## src/rtl/fsl_map.svh

```systemverilog
/*
  register offsets, reset values and pattern timing of the status led sequencer.
  assumes a 100 MHz system clock; included by the sequencer only.
*/
`ifndef FSL_MAP_SVH
`define FSL_MAP_SVH
`define FSL_ADR_CTRL 8'h00
`define FSL_ADR_PRESCALE 8'h04
`define FSL_ADR_STATUS 8'h08
`define FSL_CTRL_PERS_LSB 0
`define FSL_CTRL_PERS_RST 2'h0
`define FSL_ST_PAT_LSB 0
`define FSL_ST_RED_BIT 4
`define FSL_ST_GREEN_BIT 5
`define FSL_ST_STEP_LSB 6
`define FSL_ST_COL_BIT 9
`define FSL_CLK_PERIOD_NS 10
`define FSL_MS_NS 1000000
`define FSL_MS_CYCLES (`FSL_MS_NS / `FSL_CLK_PERIOD_NS)
`define FSL_FLICKER_MS 10'd50
`define FSL_BLINK_MS 10'd200
`define FSL_FLASH_MS 10'd200
`define FSL_GAP_MS 10'd200
`define FSL_LONG_OFF_MS 10'd1000
`define FSL_R13_ON_MS 10'd250
`define FSL_R13_OFF_MS 10'd750
`define FSL_ACYC_SHORT_MS 10'd100
`define FSL_ACYC_LONG_MS 10'd700
`endif

```

## src/rtl/fsl_pkg.sv

```systemverilog
/*
  types of the status led sequencer: personalities, patterns, colours, phases.
  assumes nothing of its surroundings.
*/
package fsl_pkg;
  typedef enum logic [1:0] {PERS_PB_MASTER, PERS_PB_SLAVE, PERS_CAN_MASTER,
                            PERS_DN_MASTER} fsl_pers_e;
  typedef enum logic [3:0] {P_OFF, P_ON, P_FLICKER, P_BLINK, P_SFLASH, P_DFLASH,
                            P_TFLASH, P_R13, P_ACYC, P_ALT} fsl_pat_e;
  typedef enum logic {C_RED, C_GREEN} fsl_col_e;
  typedef struct packed {
    logic lit;
    logic [9:0] dur;
    logic last;
  } fsl_phase_s;
endpackage

```

## src/rtl/fsl_led_seq.sv

```systemverilog
/*
  two-colour fieldbus communication status led sequencer with wishbone registers.
  assumes status inputs synchronous to CLK_SYS_IN and a classic wishbone master.
*/
// The implementer's own choices: the register offsets and the Wishbone register port.
// Operation
// - flicker: 50 ms lit, 50 ms dark, repeating.
// - blink: 200 ms lit, 200 ms dark, repeating.
// - single flash: 200 ms lit then 1000 ms dark.
// - double flash: two 200 ms pulses, 200 ms gap, then 1000 ms dark.
// - triple flash: three 200 ms pulses, 200 ms gaps, then 1000 ms dark.
// - steady on keeps colour lit; off keeps both colours dark.
// - can master: dark when no error and no node state.
// - can master: red single flash at error counter warning level.
// - can master: red double flash on guard or heartbeat event.
// - can master: steady red while bus off.
// - can master: green single flash while stopped.
// - can master: green blink while preoperational.
// - can master: steady green while operational.
// - fieldbus master: steady red when a slave is disconnected.
// - fieldbus master: irregular green flash on no configuration or stack error.
// - fieldbus master: regular green flash when configured, not released.
// - fieldbus master: steady green when all slaves communicate.
// - fieldbus slave: red 1:3 on stop, red 1:1 unconfigured, green run.
// - devicenet master: steady green online with an established connection.
// - devicenet: green flash no connection, red flash timeout, alternate on fault.
// - devicenet master: steady red on duplicate address or bus off.
// - devicenet master: dark after start and during duplicate address check.
`timescale 1ns/1ps
`include "fsl_map.svh"
module fsl_led_seq #(
  parameter int MS_CYCLES = `FSL_MS_CYCLES,
  parameter int PRE_W = 20
) (
  input wire logic CLK_SYS_IN,
  input wire logic RST_IN,
  input wire logic WB_CYC_IN,
  input wire logic WB_STB_IN,
  input wire logic WB_WE_IN,
  input wire logic [7:0] WB_ADR_IN,
  input wire logic [3:0] WB_SEL_IN,
  input wire logic [31:0] WB_DAT_IN,
  output logic [31:0] WB_DAT_OUT,
  output logic WB_ACK_OUT,
  input wire logic PBM_SLAVE_DISC_IN,
  input wire logic PBM_NO_CONFIG_IN,
  input wire logic PBM_STACK_ERR_IN,
  input wire logic PBM_CONFIGURED_IN,
  input wire logic PBM_RELEASED_IN,
  input wire logic PBM_ALL_OK_IN,
  input wire logic PBS_STOP_IN,
  input wire logic PBS_UNCONFIG_IN,
  input wire logic PBS_RUN_IN,
  input wire logic CAN_WARN_IN,
  input wire logic CAN_ERR_EVT_IN,
  input wire logic CAN_BUS_OFF_IN,
  input wire logic CAN_STOPPED_IN,
  input wire logic CAN_PREOP_IN,
  input wire logic CAN_OPER_IN,
  input wire logic DN_CRIT_FAIL_IN,
  input wire logic DN_COMM_FAULT_IN,
  input wire logic DN_CONN_TIMEOUT_IN,
  input wire logic DN_DUP_CHECK_IN,
  input wire logic DN_ONLINE_IN,
  input wire logic DN_CONN_EST_IN,
  output logic LED_RED_OUT,
  output logic LED_GREEN_OUT
);
  localparam logic [PRE_W-1:0] PRE_RST = PRE_W'(MS_CYCLES);

  fsl_pkg::fsl_pers_e pers;
  logic [PRE_W-1:0] prescale;
  logic [PRE_W-1:0] pre_cnt;
  logic [PRE_W-1:0] pre_max;
  logic tick;
  logic [9:0] ms_cnt;
  logic [2:0] step;
  fsl_pkg::fsl_pat_e cur_pat;
  fsl_pkg::fsl_pat_e sel_pat;
  fsl_pkg::fsl_col_e cur_col;
  fsl_pkg::fsl_col_e sel_col;
  fsl_pkg::fsl_phase_s ph;
  logic restart;
  logic wb_req;

  // n flashes of 200 ms with 200 ms gaps, closed by the long dark phase
  function automatic fsl_pkg::fsl_phase_s flash_phase(input logic [2:0] n,
                                                       input logic [2:0] s);
    fsl_pkg::fsl_phase_s p;
    p.lit = !s[0];
    p.last = (s == 3'((n << 1) - 3'h1));
    p.dur = p.lit ? `FSL_FLASH_MS : (p.last ? `FSL_LONG_OFF_MS : `FSL_GAP_MS);
    return p;
  endfunction

  function automatic fsl_pkg::fsl_phase_s two_phase(input logic [2:0] s,
                                                     input logic [9:0] on_ms,
                                                     input logic [9:0] off_ms);
    fsl_pkg::fsl_phase_s p;
    p.lit = (s == 3'h0);
    p.last = (s != 3'h0);
    p.dur = p.lit ? on_ms : off_ms;
    return p;
  endfunction

  function automatic fsl_pkg::fsl_phase_s pat_phase(input fsl_pkg::fsl_pat_e pat,
                                                     input logic [2:0] s);
    fsl_pkg::fsl_phase_s p;
    p = '{lit: 1'b0, dur: 10'h001, last: 1'b1};
    case (pat)
      fsl_pkg::P_ON: p = '{lit: 1'b1, dur: 10'h001, last: 1'b1};
      fsl_pkg::P_FLICKER: p = two_phase(s, `FSL_FLICKER_MS, `FSL_FLICKER_MS);
      fsl_pkg::P_BLINK: p = two_phase(s, `FSL_BLINK_MS, `FSL_BLINK_MS);
      fsl_pkg::P_ALT: p = two_phase(s, `FSL_BLINK_MS, `FSL_BLINK_MS);
      fsl_pkg::P_R13: p = two_phase(s, `FSL_R13_ON_MS, `FSL_R13_OFF_MS);
      fsl_pkg::P_SFLASH: p = flash_phase(3'h1, s);
      fsl_pkg::P_DFLASH: p = flash_phase(3'h2, s);
      fsl_pkg::P_TFLASH: p = flash_phase(3'h3, s);
      fsl_pkg::P_ACYC: begin
        // uneven gaps so it cannot be mistaken for the regular flash
        p.lit = !s[0];
        p.last = (s == 3'h3);
        p.dur = (s == 3'h3) ? `FSL_ACYC_LONG_MS : `FSL_ACYC_SHORT_MS;
      end
      default: p = '{lit: 1'b0, dur: 10'h001, last: 1'b1};
    endcase
    return p;
  endfunction

  function automatic logic [31:0] merge(input logic [31:0] old, input logic [31:0] wd,
                                        input logic [3:0] sel);
    logic [31:0] r;
    r = old;
    for (int i = 0; i < 4; i++) begin
      if (sel[i]) begin
        r[i*8 +: 8] = wd[i*8 +: 8];
      end
    end
    return r;
  endfunction

  // severity order inside each personality, errors first
  always_comb begin
    sel_pat = fsl_pkg::P_OFF;
    sel_col = fsl_pkg::C_RED;
    case (pers)
      fsl_pkg::PERS_PB_MASTER: begin
        if (PBM_SLAVE_DISC_IN) begin
          sel_pat = fsl_pkg::P_ON;
        end else if (PBM_NO_CONFIG_IN || PBM_STACK_ERR_IN) begin
          sel_pat = fsl_pkg::P_ACYC;
          sel_col = fsl_pkg::C_GREEN;
        end else if (PBM_ALL_OK_IN) begin
          sel_pat = fsl_pkg::P_ON;
          sel_col = fsl_pkg::C_GREEN;
        end else if (PBM_CONFIGURED_IN && !PBM_RELEASED_IN) begin
          sel_pat = fsl_pkg::P_BLINK;
          sel_col = fsl_pkg::C_GREEN;
        end
      end
      fsl_pkg::PERS_PB_SLAVE: begin
        if (PBS_STOP_IN) begin
          sel_pat = fsl_pkg::P_R13;
        end else if (PBS_UNCONFIG_IN) begin
          sel_pat = fsl_pkg::P_BLINK;
        end else if (PBS_RUN_IN) begin
          sel_pat = fsl_pkg::P_ON;
          sel_col = fsl_pkg::C_GREEN;
        end
      end
      fsl_pkg::PERS_CAN_MASTER: begin
        if (CAN_BUS_OFF_IN) begin
          sel_pat = fsl_pkg::P_ON;
        end else if (CAN_ERR_EVT_IN) begin
          sel_pat = fsl_pkg::P_DFLASH;
        end else if (CAN_WARN_IN) begin
          sel_pat = fsl_pkg::P_SFLASH;
        end else if (CAN_OPER_IN) begin
          sel_pat = fsl_pkg::P_ON;
          sel_col = fsl_pkg::C_GREEN;
        end else if (CAN_PREOP_IN) begin
          sel_pat = fsl_pkg::P_BLINK;
          sel_col = fsl_pkg::C_GREEN;
        end else if (CAN_STOPPED_IN) begin
          sel_pat = fsl_pkg::P_SFLASH;
          sel_col = fsl_pkg::C_GREEN;
        end else begin
          sel_pat = fsl_pkg::P_OFF;
        end
      end
      fsl_pkg::PERS_DN_MASTER: begin
        if (DN_CRIT_FAIL_IN) begin
          sel_pat = fsl_pkg::P_ON;
        end else if (DN_COMM_FAULT_IN) begin
          sel_pat = fsl_pkg::P_ALT;
        end else if (DN_CONN_TIMEOUT_IN) begin
          sel_pat = fsl_pkg::P_BLINK;
        end else if (DN_DUP_CHECK_IN) begin
          sel_pat = fsl_pkg::P_OFF;
        end else if (DN_ONLINE_IN && DN_CONN_EST_IN) begin
          sel_pat = fsl_pkg::P_ON;
          sel_col = fsl_pkg::C_GREEN;
        end else if (DN_ONLINE_IN) begin
          sel_pat = fsl_pkg::P_BLINK;
          sel_col = fsl_pkg::C_GREEN;
        end
      end
      default: sel_pat = fsl_pkg::P_OFF;
    endcase
  end

  assign restart = (sel_pat != cur_pat) || (sel_col != cur_col);
  assign ph = pat_phase(cur_pat, step);
  // zero prescale behaves as one cycle per tick rather than stalling
  assign pre_max = (prescale == '0) ? '0 : prescale - PRE_W'(1);
  assign tick = (pre_cnt >= pre_max);
  assign wb_req = WB_CYC_IN && WB_STB_IN && !WB_ACK_OUT;

  always_ff @(posedge CLK_SYS_IN) begin
    if (RST_IN || restart) begin
      pre_cnt <= '0;
    end else if (tick) begin
      pre_cnt <= '0;
    end else begin
      pre_cnt <= pre_cnt + PRE_W'(1);
    end
  end

  always_ff @(posedge CLK_SYS_IN) begin
    if (RST_IN) begin
      cur_pat <= fsl_pkg::P_OFF;
      cur_col <= fsl_pkg::C_RED;
      step <= 3'h0;
      ms_cnt <= 10'h000;
    end else if (restart) begin
      cur_pat <= sel_pat;
      cur_col <= sel_col;
      step <= 3'h0;
      ms_cnt <= 10'h000;
    end else if (tick) begin
      if (ms_cnt >= ph.dur - 10'h001) begin
        ms_cnt <= 10'h000;
        step <= ph.last ? 3'h0 : step + 3'h1;
      end else begin
        ms_cnt <= ms_cnt + 10'h001;
      end
    end
  end

  // one cycle of lag from the phase state keeps both outputs on flops
  always_ff @(posedge CLK_SYS_IN) begin
    if (RST_IN) begin
      LED_RED_OUT <= 1'b0;
      LED_GREEN_OUT <= 1'b0;
    end else if (cur_pat == fsl_pkg::P_ALT) begin
      LED_RED_OUT <= ph.lit;
      LED_GREEN_OUT <= !ph.lit;
    end else begin
      LED_RED_OUT <= ph.lit && (cur_col == fsl_pkg::C_RED);
      LED_GREEN_OUT <= ph.lit && (cur_col == fsl_pkg::C_GREEN);
    end
  end

  always_ff @(posedge CLK_SYS_IN) begin
    if (RST_IN) begin
      WB_ACK_OUT <= 1'b0;
      WB_DAT_OUT <= 32'h0000_0000;
    end else begin
      WB_ACK_OUT <= wb_req;
      WB_DAT_OUT <= 32'h0000_0000;
      if (wb_req && !WB_WE_IN) begin
        case (WB_ADR_IN)
          `FSL_ADR_CTRL: WB_DAT_OUT[`FSL_CTRL_PERS_LSB +: 2] <= pers;
          `FSL_ADR_PRESCALE: WB_DAT_OUT[PRE_W-1:0] <= prescale;
          `FSL_ADR_STATUS: begin
            WB_DAT_OUT[`FSL_ST_PAT_LSB +: 4] <= cur_pat;
            WB_DAT_OUT[`FSL_ST_RED_BIT] <= LED_RED_OUT;
            WB_DAT_OUT[`FSL_ST_GREEN_BIT] <= LED_GREEN_OUT;
            WB_DAT_OUT[`FSL_ST_STEP_LSB +: 3] <= step;
            WB_DAT_OUT[`FSL_ST_COL_BIT] <= cur_col;
          end
          default: WB_DAT_OUT <= 32'h0000_0000;
        endcase
      end
    end
  end

  always_ff @(posedge CLK_SYS_IN) begin
    if (RST_IN) begin
      pers <= fsl_pkg::fsl_pers_e'(`FSL_CTRL_PERS_RST);
      prescale <= PRE_RST;
    end else if (wb_req && WB_WE_IN) begin
      if (WB_ADR_IN == `FSL_ADR_CTRL) begin
        pers <= fsl_pkg::fsl_pers_e'(merge(32'(pers), WB_DAT_IN, WB_SEL_IN));
      end
      if (WB_ADR_IN == `FSL_ADR_PRESCALE) begin
        prescale <= PRE_W'(merge(32'(prescale), WB_DAT_IN, WB_SEL_IN));
      end
    end
  end
endmodule

```

## config.mk

```make
export PLATFORM = sky130hd
export DESIGN_NAME = fsl_led_seq
export DESIGN_NICKNAME = d
export VERILOG_FILES = /design/src/rtl/fsl_pkg.sv /design/src/rtl/fsl_led_seq.sv
export VERILOG_INCLUDE_DIRS = /design/src /design/src/rtl
export SDC_FILE = /design/constraint.sdc
export NUM_CORES = 1
export LEC_CHECK = 0
export ABC_AREA = 1
export BUFFER_PORTS_ARGS = -buffer_cell sky130_fd_sc_hd__buf_2
export CAP_MARGIN = 20
export CORE_UTILIZATION = 40
export CTS_CLUSTER_DIAMETER = 60
export DETAILED_ROUTE_END_ITERATION = 7
export SYNTH_ARGS = -nofsm -noshare
export SYNTH_HDL_FRONTEND = slang
export SYNTH_SLANG_ARGS = --single-unit
export TNS_END_PERCENT = 5
```

## constraint.sdc

```tcl
create_clock -name CLK_SYS_IN -period 7.2 [get_ports CLK_SYS_IN]
set_input_delay 1.44 -clock CLK_SYS_IN [delete_from_list [all_inputs] [get_ports CLK_SYS_IN]]
set_output_delay 1.44 -clock CLK_SYS_IN [all_outputs]
set_load 0.02 [all_outputs]
```

==> metrics.md <==
| Metric | Value |
|---|---|
| Crit path kind | `reg2reg` |
| Area contributors post-synth | `dfxtp_1 31%, nand2_1 12%, ha_1 9.0%` |
| RSZ-0062 raised after global routing | `false` |
| Arrival time at the worst endpoint | `roughly 5.2 ns` |
| Tmin final | `4.96 ns` |
| Post-Place Setup Slack | `between 2 and 2.5 ns` |
| Wl on met1 | `5.87 mm` |
| Flop pwr share | `46.2%` |
| Std-Cell Rows | `42` |
| CTS tree | `done` |
| Crit-path max FO | `20` |
| Slowest CP cell | `nand4_2` |
| CTS resizes | `0` |
| H-tree depth | `3` |
| Worst min path class | `reg2reg` |
| Tot Pwr | `roughly 1.0 mW` |
| EDFF count, synth | `0` |
| Worst-path clk slew | `0.06 ns` |
| Antenna diodes | `0` |
| Initial antenna violation count | `0` |
| Final Cycle Share | `68.9%` |
| Setup-failing EPs final | `0` |
| Vias after detailed routing | `4966` |
| Fraction of layout cells with a size suffix above 1 | `16.9%` |
| Met3 WL | `around 330 um` |
| Num ports | `roughly 110` |
| Synth warn | `0` |
| Total grt overflow | `0` |
| Worst EP required | `7.46 ns` |
| Largest net degree at the start of global routing | `26` |
| Leakage power | `2.96 nW` |
| Hold buffer count at cts | `0` |
| Fmax | `approximately 200 MHz` |
| CTS Buf Count | `9` |
| Post-synth top area cell | `dfxtp_1` |
| Highest-count cells in the layout ignoring fill and taps | `176 x nand2_1, 114 x inv_1, 101 x nor2_1` |
| Final Hold Vio Count | `0` |
| Maximum root-to-sink buffer count | `2` |
| Synth unique cells | `42` |
| Cell Int Power | `0.756 mW` |
| Slew Limit Headroom | `about two fifths` |
| Number of vias per cell | `4.68` |
| Most numerous cell on the critical path | `nor2_1` |
| First-pass GRT wire length | `around 21 mm` |
| Die area | `~14000 um2` |
| DR pass1 iterations | `5` |
| Yosys reg bits | `83` |
| Die Y-Extent | `119 um` |
| CP Cell Sequence | `inv_1, ha_1, nand3_1, nor3_1, nand2_1, nor2_1, nand4_1, nand3_1, ha_1, nand2_1, nor2_1, a21boi_0, nor2_1, nand4_2, inv_1, nand4_2, nor2_2` |
| IO buf count | `79` |
| Post-route ant nets | `0` |
| Fin area | `around 6200 um2` |
| Detailed placement HPWL | `roughly 9.9 mm` |
| Final Wtd Congestion | `between 0.8 and 0.9` |
| Post-Syn Area | `5440 um2` |
| Dpl cell area | `5930 um2` |
| Share of the synthesized area in the top cell type | `30.6%` |
| Routed WL per cell | `about 12 um` |
| Chip width | `119 um` |
| Switching power share of the total | `24.8%` |
| Tot GR Track Use | `18.9%` |
| Max rail drop VDD | `approximately 0.00011 V` |
| Syn_area_per_cell | `between 6 and 7 um2` |
| Commonest non-fill, non-tap cell in the layout | `nand2_1` |
| Vias in the first global route | `approximately 4700` |
| CP delay by family, top | `simple AND/OR/NAND/NOR gates` |
| Area Overhead vs Synth | `14.4%` |
| CP endpoint kind | `flip-flop` |
| Final TNS setup | `0 ns` |
| Clock Latency Late Sink | `0.35 ns` |
| CTS root buffer | `clkbuf_16` |
| Met2 WL | `6.01 mm` |
| Starting Density | `41.1%` |
| Placed Instances | `1047` |
| Hold_ws | `0.480 ns` |
| CP bufs+invs | `2` |
| Setup Fix Bufs, Post-CTS | `0` |
| Max-slew violation count | `0` |
| Max incr delay on CP | `0.74 ns` |
| Post-Layout Cell Count | `1062` |
| Clock sinks | `a little over 80` |
| Layout Utilization | `47.0%` |
| Final WS setup | `2.24 ns` |
| DRC viols | `0` |
| Psw | `between 0.2 and 0.25 mW` |
| Register area share after synthesis | `between 30% and 40%` |
| Async SR Flop Fraction | `0%` |
| # fillers | `1450` |
| Worst Setup Start Kind | `flip-flop` |
| Pwr dens | `162 nW/um2` |
| Core ar. | `13200 um2` |
| Ys flop type | `dfxtp_1` |
| Worst-Margin Slew | `between 0.8 and 0.9 ns` |
| Total Wirelength | `12.5 mm` |
| Setup Skew | `0.00635 ns` |
| Clk pwr share | `45.4%` |
| Max-Cap Viols | `0` |
| Uppermost layer routed | `met4` |
| Iter 0 DRT Violations | `225` |
| Status | `completed` |
| Synthesized instance count | `805` |
| Comb pwr share | `8.4%` |
| Nets | `991` |
==> state kept, by name, indices dropped and copies added, names as in the netlist, 2 cells and up <==
register    count
ms_cnt         10
pre_cnt        20
cur_pat         4
WB_DAT_OUT     20
step            3
prescale       20
pers            2
==> metal layers <==
metal | vias up | track usage, %
li1 | 2702 | -
met1 | 2184 | 23.0
met2 | 64 | 33.0
met3 | 16 | 4.25
met4 | 0 | 5.70
met5 | - | 0
==> cell usage after synthesis (2+ instances only) <==
cell type  number
buf_4          12
dfxtp_1        83
o211ai_1        7
nor2_2         36
nand4_1        19
nand3b_1        3
xnor2_1        12
buf_6           3
o31ai_1         3
nand3_1        50
nand2_2         2
a21oi_1        37
o22ai_1         6
nor2_1        101
clkbuf_1        8
inv_2           6
nand4_2         2
ha_1           39
o21ai_0        34
nor3_1          9
or2_2           3
nand3_2         3
inv_1         114
xor2_1         20
nand2_1       176
==> area by class of cell <==
cell class | count | area (um2) | share of cell area (%)
multi-input combinational | 589 | 3210 | 51.6
sequential | 83 | 1660 | 26.7
inverter | 120 | 450 | 7.24
timing repair buffer | 79 | 395 | 6.36
clock buffer | 10 | 229 | 3.68
tap | 176 | 220 | 3.54
clock inverter | 5 | 55.1 | 0.885
==> final timing paths <==
check / start / endpoint / slack [ns] / depth (start not counted)
worst max-delay path: prescale[0] / pre_cnt[19] / 2.24 / 17
worst min-delay path: pre_cnt[0] / pre_cnt[0] / 0.48 / 1
worst max register to register: prescale[0] / pre_cnt[19] / 2.24 / 17
worst min register to register: pre_cnt[0] / pre_cnt[0] / 0.48 / 1
==> cells by family (layout without fill, tap and decap cells) <==
kind of cell / Yosys count / in the layout / synth area share [%]
xor gates and xnor gates: 32 / 32 / 5.16
DFF: 83 / 83 / 30.6
adders and majority gates: 39 / 39 / 8.98
and+or+nand+nor: 411 / 411 / 34.2
AOI/OAI and AO/OA: 95 / 95 / 9.83
other: 1 / 12 / 0.0690
buffers and inverters: 144 / 214 / 11.2
==> power by group through the flow <==
stage	Clock (mW)	Sequential (mW)	Combinational, mW
after detailed placement	0	0.475	0.0846
after global placement	0	0.475	0.0842
after CTS	0.467	0.464	0.0850
after global routing	0.485	0.464	0.0955
after floorplan	0	0.475	0.0611
final	0.457	0.465	0.0842
Power figures use the tool's default switching activity.
